===== src/rtl/spsc_pkg.sv =====
// spsc_pkg: register map, field layout, reset values and carriers for the
// soft pin section-two and reference-scale register block.
// assumes a 32-bit ahb-lite bus with word-aligned single transfers.
package spsc_pkg;
    // register indices (printed offsets are not multiples of four: byte address is index * 4)
    localparam logic [11:0] SPSC_IDX_INSEL   = 12'hC01;  // input frequency selection index
    localparam logic [11:0] SPSC_IDX_SYSREF  = 12'hC02;  // system pll preset index
    localparam logic [11:0] SPSC_IDX_SEC2EN  = 12'hC03;  // section-two enable index
    localparam logic [11:0] SPSC_IDX_SCALE   = 12'hC04;  // reference scale index
    localparam logic [11:0] SPSC_IDX_LOAD    = 12'hC07;  // rom load strobe index
    localparam logic [11:0] SPSC_IDX_STATUS  = 12'hC10;  // applied-settings status index
    localparam int          SPSC_AW          = 14;       // byte address width used
    // field positions
    localparam int          SPSC_SCALE_B_LO  = 2;        // second reference scale [3:2]
    localparam int          SPSC_SCALE_A_LO  = 0;        // first reference scale [1:0]
    localparam int          SPSC_SEC2EN_BIT  = 0;        // section-two enable bit
    localparam int          SPSC_LOAD_BIT    = 0;        // load-from-rom bit
    // reset values
    localparam logic [7:0]  SPSC_RST_BYTE    = 8'h00;    // all writable fields reset to zero
    // scale codes
    localparam logic [1:0]  SPSC_DIV1        = 2'h0;     // divide by 1
    localparam logic [1:0]  SPSC_DIV4        = 2'h1;     // divide by 4
    localparam logic [1:0]  SPSC_DIV8        = 2'h2;     // divide by 8
    localparam logic [1:0]  SPSC_DIV16       = 2'h3;     // divide by 16
    // ahb-lite encodings
    localparam logic [1:0]  SPSC_HTRANS_NSEQ = 2'h2;     // nonsequential
    localparam logic [1:0]  SPSC_HTRANS_SEQ  = 2'h3;     // sequential
    localparam logic [2:0]  SPSC_HSIZE_WORD  = 3'h2;     // 32-bit transfer

    // system pll source kind
    typedef enum logic {
        SPSC_SRC_CRYSTAL = 1'b0,                         // crystal resonator source
        SPSC_SRC_OSC     = 1'b1                          // crystal oscillator source
    } spsc_src_type;

    // decoded system pll preset carrier
    typedef struct packed {
        spsc_src_type src;                               // crystal or oscillator
        logic         freq_49m;                          // 1: 49.152 mhz, 0: 24.576 mhz
        logic         doubler_on;                        // input doubler
        logic [5:0]   fb_n;                              // feedback divider n
    } spsc_syspll_type;

    // applied reference configuration carrier
    typedef struct packed {
        logic [3:0]   in_sel;                            // predefined input frequency code
        logic [4:0]   ratio_a;                           // first reference divide ratio
        logic [4:0]   ratio_b;                           // second reference divide ratio
        logic         sec2_active;                       // section two in force
    } spsc_refcfg_type;

    // state of the bus slave
    typedef struct packed {
        logic                     act;                   // data phase pending
        logic                     wr;                    // pending access is write
        logic [SPSC_AW-1:0]       addr;                  // latched address
    } spsc_ahb_type;
endpackage


===== src/rtl/spsc_syspll_decode.sv =====
// spsc_syspll_decode: maps the two-bit system pll preset code to settings.
// assumes a plain combinational use by the register block.
module spsc_syspll_decode (
    input  wire logic [1:0]                code,     // preset code
    output spsc_pkg::spsc_syspll_type      cfg       // decoded settings
);
    import spsc_pkg::*;
    // lookup of the four presets
    always_comb begin
        unique case (code)
            2'h0:    cfg = '{SPSC_SRC_CRYSTAL, 1'b0, 1'b1, 6'h10};
            2'h1:    cfg = '{SPSC_SRC_CRYSTAL, 1'b1, 1'b1, 6'h08};
            2'h2:    cfg = '{SPSC_SRC_OSC,     1'b0, 1'b0, 6'h20};
            2'h3:    cfg = '{SPSC_SRC_OSC,     1'b1, 1'b0, 6'h10};
        endcase
    end
endmodule


===== src/rtl/spsc_scale_decode.sv =====
// spsc_scale_decode: turns a two-bit reference scale code into a divide ratio.
// assumes the caller gates the ratio by section-two enable.
module spsc_scale_decode (
    input  wire logic [1:0]  code,     // scale code
    output logic      [4:0]  ratio     // divide ratio 1, 4, 8 or 16
);
    import spsc_pkg::*;
    // code to ratio
    always_comb begin
        unique case (code)
            SPSC_DIV1:  ratio = 5'h01;
            SPSC_DIV4:  ratio = 5'h04;
            SPSC_DIV8:  ratio = 5'h08;
            SPSC_DIV16: ratio = 5'h10;
        endcase
    end
endmodule


===== src/rtl/spsc_regs.sv =====
// spsc_regs: ahb-lite register block for the soft pin program section two,
// input selection, system pll preset and per-reference input scaling.
// assumes a single ahb-lite master, word transfers, one clock, async reset pin.
//
// Notes on behaviour
// - codes 10, 11: oscillator presets, doubler off
// - enable clear: section-two scale contents ignored
// - enable set: section two applies if pin-program
// - second reference scale: divide 1/4/8/16
// - first reference scale resets to divide 1
// - selection picks one of 16; rom reload
// - codes 00, 01: crystal presets, doubler on
//
// Implementation choice: register access over AHB-Lite.
module spsc_regs (
    input  wire logic                   ref_clk,         // 200 mhz clock
    input  wire logic                   arst_n,          // async reset, active low
    input  wire logic                   pin_prog_pin,    // pin_program_select_pin, async
    input  wire logic                   hsel,            // slave select
    input  wire logic [31:0]            haddr,           // byte address
    input  wire logic [1:0]             htrans,          // transfer type
    input  wire logic                   hwrite,          // write when high
    input  wire logic [2:0]             hsize,           // transfer size
    input  wire logic [31:0]            hwdata,          // write data
    input  wire logic                   hready,          // bus ready in
    output logic      [31:0]            hrdata,          // read data
    output logic                        hreadyout,       // slave ready
    output logic                        hresp,           // always okay
    output spsc_pkg::spsc_syspll_type   syspll_cfg,      // applied system pll settings
    output spsc_pkg::spsc_refcfg_type   ref_cfg,         // applied reference settings
    output logic                        rom_load         // one-cycle rom reload pulse
);
    import spsc_pkg::*;

    // module state apart from the reset release pair
    typedef struct packed {
        logic [1:0]       pin_sync;     // pin synchroniser pair
        spsc_ahb_type     ahb;          // bus slave state
        logic [31:0]      rdata;        // read data register
        logic [3:0]       in_sel;       // input frequency selection
        logic [1:0]       sys_code;     // system pll preset code
        logic             sec2_en;      // section-two enable
        logic [3:0]       scale;        // raw scale register [3:0]
        spsc_syspll_type  syspll;       // applied pll settings
        spsc_refcfg_type  refcfg;       // applied reference settings
        logic             load;         // load pulse
    } spsc_state_type;

    spsc_state_type   st_q;             // registered state
    spsc_state_type   st_d;             // next state
    spsc_syspll_type  pll_dec;          // decoded preset
    logic [4:0]       ratio_a;          // decoded first ratio
    logic [4:0]       ratio_b;          // decoded second ratio
    logic [1:0]       rst_sync_q;       // reset release pair
    logic             rst_n;            // synchronised reset
    logic             sec2_on;          // section two in force
    logic             take;             // address phase accepted
    logic [11:0]      widx;             // register index of data phase

    // reset release through two flops, constant on assert
    // kept apart from the state struct: only these flops are reset by the pin itself,
    // and one struct written from two processes would have two drivers
    always_ff @(posedge ref_clk or negedge arst_n) begin
        if (!arst_n) begin
            rst_sync_q <= 2'h0;
        end else begin
            rst_sync_q <= {rst_sync_q[0], 1'b1};
        end
    end
    assign rst_n = rst_sync_q[1];

    // preset and scale lookups
    spsc_syspll_decode u_pll (
        .code (st_q.sys_code),
        .cfg  (pll_dec)
    );
    spsc_scale_decode u_scale_a (
        .code (st_q.scale[SPSC_SCALE_A_LO +: 2]),
        .ratio(ratio_a)
    );
    spsc_scale_decode u_scale_b (
        .code (st_q.scale[SPSC_SCALE_B_LO +: 2]),
        .ratio(ratio_b)
    );

    assign sec2_on = st_q.sec2_en & st_q.pin_sync[1];
    assign take    = hsel & hready & (htrans == SPSC_HTRANS_NSEQ || htrans == SPSC_HTRANS_SEQ);
    assign widx    = 12'(st_q.ahb.addr[SPSC_AW-1:2]);

    // next-state logic
    always_comb begin
        st_d          = st_q;
        st_d.pin_sync = {st_q.pin_sync[0], pin_prog_pin};
        st_d.load     = 1'b0;
        // data phase: write of the latched register; reads were decoded in the address phase
        if (st_q.ahb.act) begin
            if (st_q.ahb.wr) begin
                unique case (widx)
                    SPSC_IDX_INSEL:  st_d.in_sel   = hwdata[3:0];
                    SPSC_IDX_SYSREF: st_d.sys_code = hwdata[1:0];
                    SPSC_IDX_SEC2EN: st_d.sec2_en  = hwdata[SPSC_SEC2EN_BIT];
                    SPSC_IDX_SCALE:  st_d.scale    = hwdata[3:0];
                    SPSC_IDX_LOAD:   st_d.load     = hwdata[SPSC_LOAD_BIT];
                    default: ;                                                   // unmapped: dropped
                endcase
            end
        end
        // address phase capture
        if (take) begin
            st_d.ahb.act  = 1'b1;
            st_d.ahb.wr   = hwrite;
            st_d.ahb.addr = haddr[SPSC_AW-1:0];
            // read data prepared now so it stands in the data phase
            st_d.rdata = 32'h0;
            if (!hwrite) begin
                unique case (12'(haddr[SPSC_AW-1:2]))
                    // next-state copies: a read right behind a write sees the new value
                    SPSC_IDX_INSEL:  st_d.rdata = {28'h0, st_d.in_sel};
                    SPSC_IDX_SYSREF: st_d.rdata = {30'h0, st_d.sys_code};
                    SPSC_IDX_SEC2EN: st_d.rdata = {31'h0, st_d.sec2_en};
                    SPSC_IDX_SCALE:  st_d.rdata = {28'h0, st_d.scale};
                    SPSC_IDX_STATUS: st_d.rdata = {17'h0, st_q.refcfg};
                    default:         st_d.rdata = 32'h0;                         // unmapped reads zero
                endcase
            end
        end else if (hready) begin
            st_d.ahb.act = 1'b0;
        end
        // rom reload applies selection and preset
        if (st_q.load) begin
            st_d.syspll        = pll_dec;
            st_d.refcfg.in_sel = st_q.in_sel;
        end
        // scaling follows section-two gating continuously
        st_d.refcfg.sec2_active = sec2_on;
        st_d.refcfg.ratio_a = sec2_on ? ratio_a : 5'h01;
        st_d.refcfg.ratio_b = sec2_on ? ratio_b : 5'h01;
    end

    // state register
    always_ff @(posedge ref_clk or negedge rst_n) begin
        if (!rst_n) begin
            st_q.pin_sync <= 2'h0;
            st_q.ahb      <= '0;
            st_q.rdata    <= 32'h0;
            st_q.in_sel   <= 4'h0;
            st_q.sys_code <= 2'h0;
            st_q.sec2_en  <= 1'b0;
            st_q.scale    <= 4'h0;
            st_q.syspll   <= '{SPSC_SRC_CRYSTAL, 1'b0, 1'b1, 6'h10};
            st_q.refcfg   <= '{4'h0, 5'h01, 5'h01, 1'b0};
            st_q.load     <= 1'b0;
        end else begin
            st_q.pin_sync <= st_d.pin_sync;
            st_q.ahb      <= st_d.ahb;
            st_q.rdata    <= st_d.rdata;
            st_q.in_sel   <= st_d.in_sel;
            st_q.sys_code <= st_d.sys_code;
            st_q.sec2_en  <= st_d.sec2_en;
            st_q.scale    <= st_d.scale;
            st_q.syspll   <= st_d.syspll;
            st_q.refcfg   <= st_d.refcfg;
            st_q.load     <= st_d.load;
        end
    end

    // outputs straight from flops; slave is always ready and okay
    assign hrdata     = st_q.rdata;
    assign hreadyout  = 1'b1;
    assign hresp      = 1'b0;
    assign syspll_cfg = st_q.syspll;
    assign ref_cfg    = st_q.refcfg;
    assign rom_load   = st_q.load;
endmodule


===== config.mk =====
export PLATFORM = sky130hd
export DESIGN_NAME = spsc_regs
export DESIGN_NICKNAME = d
export VERILOG_FILES = /design/src/rtl/spsc_pkg.sv /design/src/rtl/spsc_syspll_decode.sv /design/src/rtl/spsc_scale_decode.sv /design/src/rtl/spsc_regs.sv
export SDC_FILE = /design/constraint.sdc
export NUM_CORES = 1
export LEC_CHECK = 0
export BUFFER_PORTS_ARGS = -buffer_cell sky130_fd_sc_hd__buf_2
export CAP_MARGIN = 10
export CORE_ASPECT_RATIO = 0.5
export CORE_MARGIN = 2
export CORE_UTILIZATION = 47
export CTS_BUF_LIST = sky130_fd_sc_hd__clkbuf_4 sky130_fd_sc_hd__clkbuf_8
export DETAILED_ROUTE_END_ITERATION = 10
export PLACE_DENSITY_LB_ADDON = 0.25
export SETUP_SLACK_MARGIN = 0.2
export SYNTH_ARGS = -nofsm -noshare
export SYNTH_HDL_FRONTEND = slang
export SYNTH_SLANG_ARGS = --single-unit

===== constraint.sdc =====
create_clock -name ref_clk -period 4.55 [get_ports ref_clk]
set_input_delay 0.6825 -clock ref_clk [delete_from_list [all_inputs] [get_ports ref_clk]]
set_output_delay 0.6825 -clock ref_clk [all_outputs]
set_load 0.01 [all_outputs]

==> qor.yml <==
drc: 0
async_flop_share: 1.00
crit_path_top_delay_cell: "or4_4"
drv_slew: 0
synth.distinct_cells: 47
cts_tree: "built"
postLayoutCellArea_mm2: 0.00336
setup_viol: 0
yosys_warnings: 0
cp.required_ps: 4820
rsz0062_at_grt: "no"
grt_use_total: 0.155
fin_crit_sh: 0.491
syn_inst: 257
postCtsSetupBuffers: 0
max_cap_violations: 0
min_path_type: "in2async"
start_kind: "primary input"
clk_path_buf_depth: 2
p_leak_nw: 1.70
hpwl_um: 3900
die_area_mm2: 0.00732
synth-main-ff-cell: "dfrtp_1"
std_cell_rows: 20
vias_per_cell: 4.93
place_congestion: 0.790
cts.sinks: 63
vias: 1863
fp.dieH_um: 61.5
rrSetupSlack_ps: 2480
nets: 365
htree_levels: 3
core_mm2: 0.00623
p_per_area_mw_per_mm2: 367
fmax_mhz: 448
clk_pin_slew_ps: 60
grt_pass1_wl_um: 8540
grt_max_degree: 62
grt_pass1_vias: 1713
antenna_found_initial: 0
antenna_cells: 0
clkLatencyLatePin_ps: 330
finClkSkew_ps: 8.27
tns_ps: 0
crit_type: "in2reg"
cpPeakStageDelay_ps: 570
ctsHoldBuffers: 0
crit_buf_inv: 1
wirelength_um: 5360
hold_viol: 0
tightest_slew_ps: 755
crit_arrival_ps: 2500
ys_ff_latch: 63
post_cts_resized: 0
period_minus_slack_ps: 2230
wl_per_cell_um: 14.2
placed_cell_area_mm2: 0.00315
critPathCaptureType: "flip-flop"
critical_path.top_delay_family: "simple AND/OR/NAND/NOR gates"
synth_edf_count: 0
status: "complete, no violations"
die_w_um: 119
crit_chain: "buf_2 > or4_4 > nor4_4 > nor3b_4 > a22o_1"
whs_ps: 123
ir_worst_vdd_mv: 0.143
drt_iter0_drc: 67
start_util: 0.499
drive_gt1_frac: 0.386
firstDrtPassIters: 5
syn_area_per_cell_um2: 12.1
numCtsBuffers: 9
ioPinCount: 134
detail-route-antenna-nets: 0
synth_area_mm2: 0.00311
seq_area_frac_synth: 0.509
max_slew_margin: 0.497
syn2layout_area_growth_pct: 8.21
clock-root-buffer: "clkbuf_8"
portBuffers: 56
crit_fanout: 10
grt_overflow: 0
-- cells in the final DEF (no fill, tap or decap), types with 2 or more instances in the layout --
| master | n |
|---|---|
| dfrtp_1 | 58 |
| buf_2 | 56 |
| conb_1 | 26 |
| mux2_2 | 24 |
| nor2_1 | 14 |
| clkbuf_8 | 13 |
| a22o_1 | 12 |
| inv_1 | 7 |
| nand4_1 | 6 |
| nand2_1 | 6 |
| mux2i_1 | 4 |
| a21oi_1 | 4 |
| ha_1 | 4 |
| dfstp_2 | 4 |
| nor3b_1 | 3 |
| and4b_1 | 3 |
| nand3_1 | 3 |
| mux2_1 | 3 |
| o21ai_0 | 3 |
| nor4_4 | 2 |
| and3_1 | 2 |
| nor2b_1 | 2 |
| nand4b_1 | 2 |
| xnor2_1 | 2 |
| buf_4 | 2 |
-- final timing paths --
check / start / to / depth (start not counted)
setup / recovery: haddr[5] / hrdata[4] / 5
hold / removal: arst_n / rst_sync_q[1] / 1
setup reg to reg: st_q[77] / hrdata[0] / 5
hold reg to reg: st_d[85] / st_q[85] / 0
max in group asynchronous: rst_sync_q[1] / st_q[29] / 1
min in group ref_clk: st_d[85] / st_q[85] / 0
-- cell usage after synthesis, types with 4 or more instances --
cell      number  area, µm²
ha_1           4       50.1
inv_1          7       26.3
dfrtp_1       59       1480
dfstp_2        4        105
nand2_1        6       22.5
a22o_1        12        105
nor2_1        14       52.6
nand4_1        6       37.5
mux2i_1        4       40.0
buf_4         58        435
clkbuf_1       5       18.8
a21oi_1        4       20.0
mux2_2        24        270
-- power breakdown --
group / internal, mW / switching (mW) / total [mW]
Clock: 0.310 / 0.199 / 0.509
Sequential: 0.593 / 0.0282 / 0.622
Combinational: 0.0455 / 0.0586 / 0.104
Total: 0.949 / 0.286 / 1.24
-- final cells by class --
cell class              instances  area [µm²]
well taps                      88         110
clock buffers                  13         179
multi-input cells             147        1130
fillers                       548        2870
repair buffers                 58         295
flip-flops and latches         63        1580
clock inverters                 2        37.5
inverters                       7        26.3
-- per-layer routing --
layer  part of all wire  track usage  wire length [µm]  up-vias
met2               0.42        0.228              2270       72
li1                   -            -                 -      880
met1               0.49        0.216              2620      902
met3              0.067       0.0398               360        9
met4              0.019       0.0816               103        0
met5                  0            0                 0        -
-- sequential cells by signal, summed over array words and instances (netlist names) --
signal      flops
st_d            1
rst_sync_q      2
rom_load        1
hrdata         14
st_q           26
ref_cfg        13
syspll_cfg      6
-- kinds of logic after synthesis --
group,count (synthesis),synth area share
compound gates,28,0.0708
xor+xnor,2,0.00563
fa+ha+maj,4,0.0161
buf+inv,71,0.156
flops,63,0.509
mux,32,0.115
other cells,2,0.00242
simple gates,55,0.125
-- through the flow --
| stage | setup slack [ps] | cells | power (mW) | util |
|---|---|---|---|---|
| after floorplan | 2430 | 281 | 0.718 | - |
| after global placement | 1990 | 363 | 0.731 | 0.505 |
| after detailed placement | 1970 | 363 | 0.737 | 0.505 |
| after CTS | 2310 | 378 | 1.25 | 0.540 |
| after global routing | 2240 | 378 | 1.29 | 0.540 |
| final | 2320 | 378 | 1.23 | 0.540 |
No activity file was read; power rests on OpenSTA's default activity.
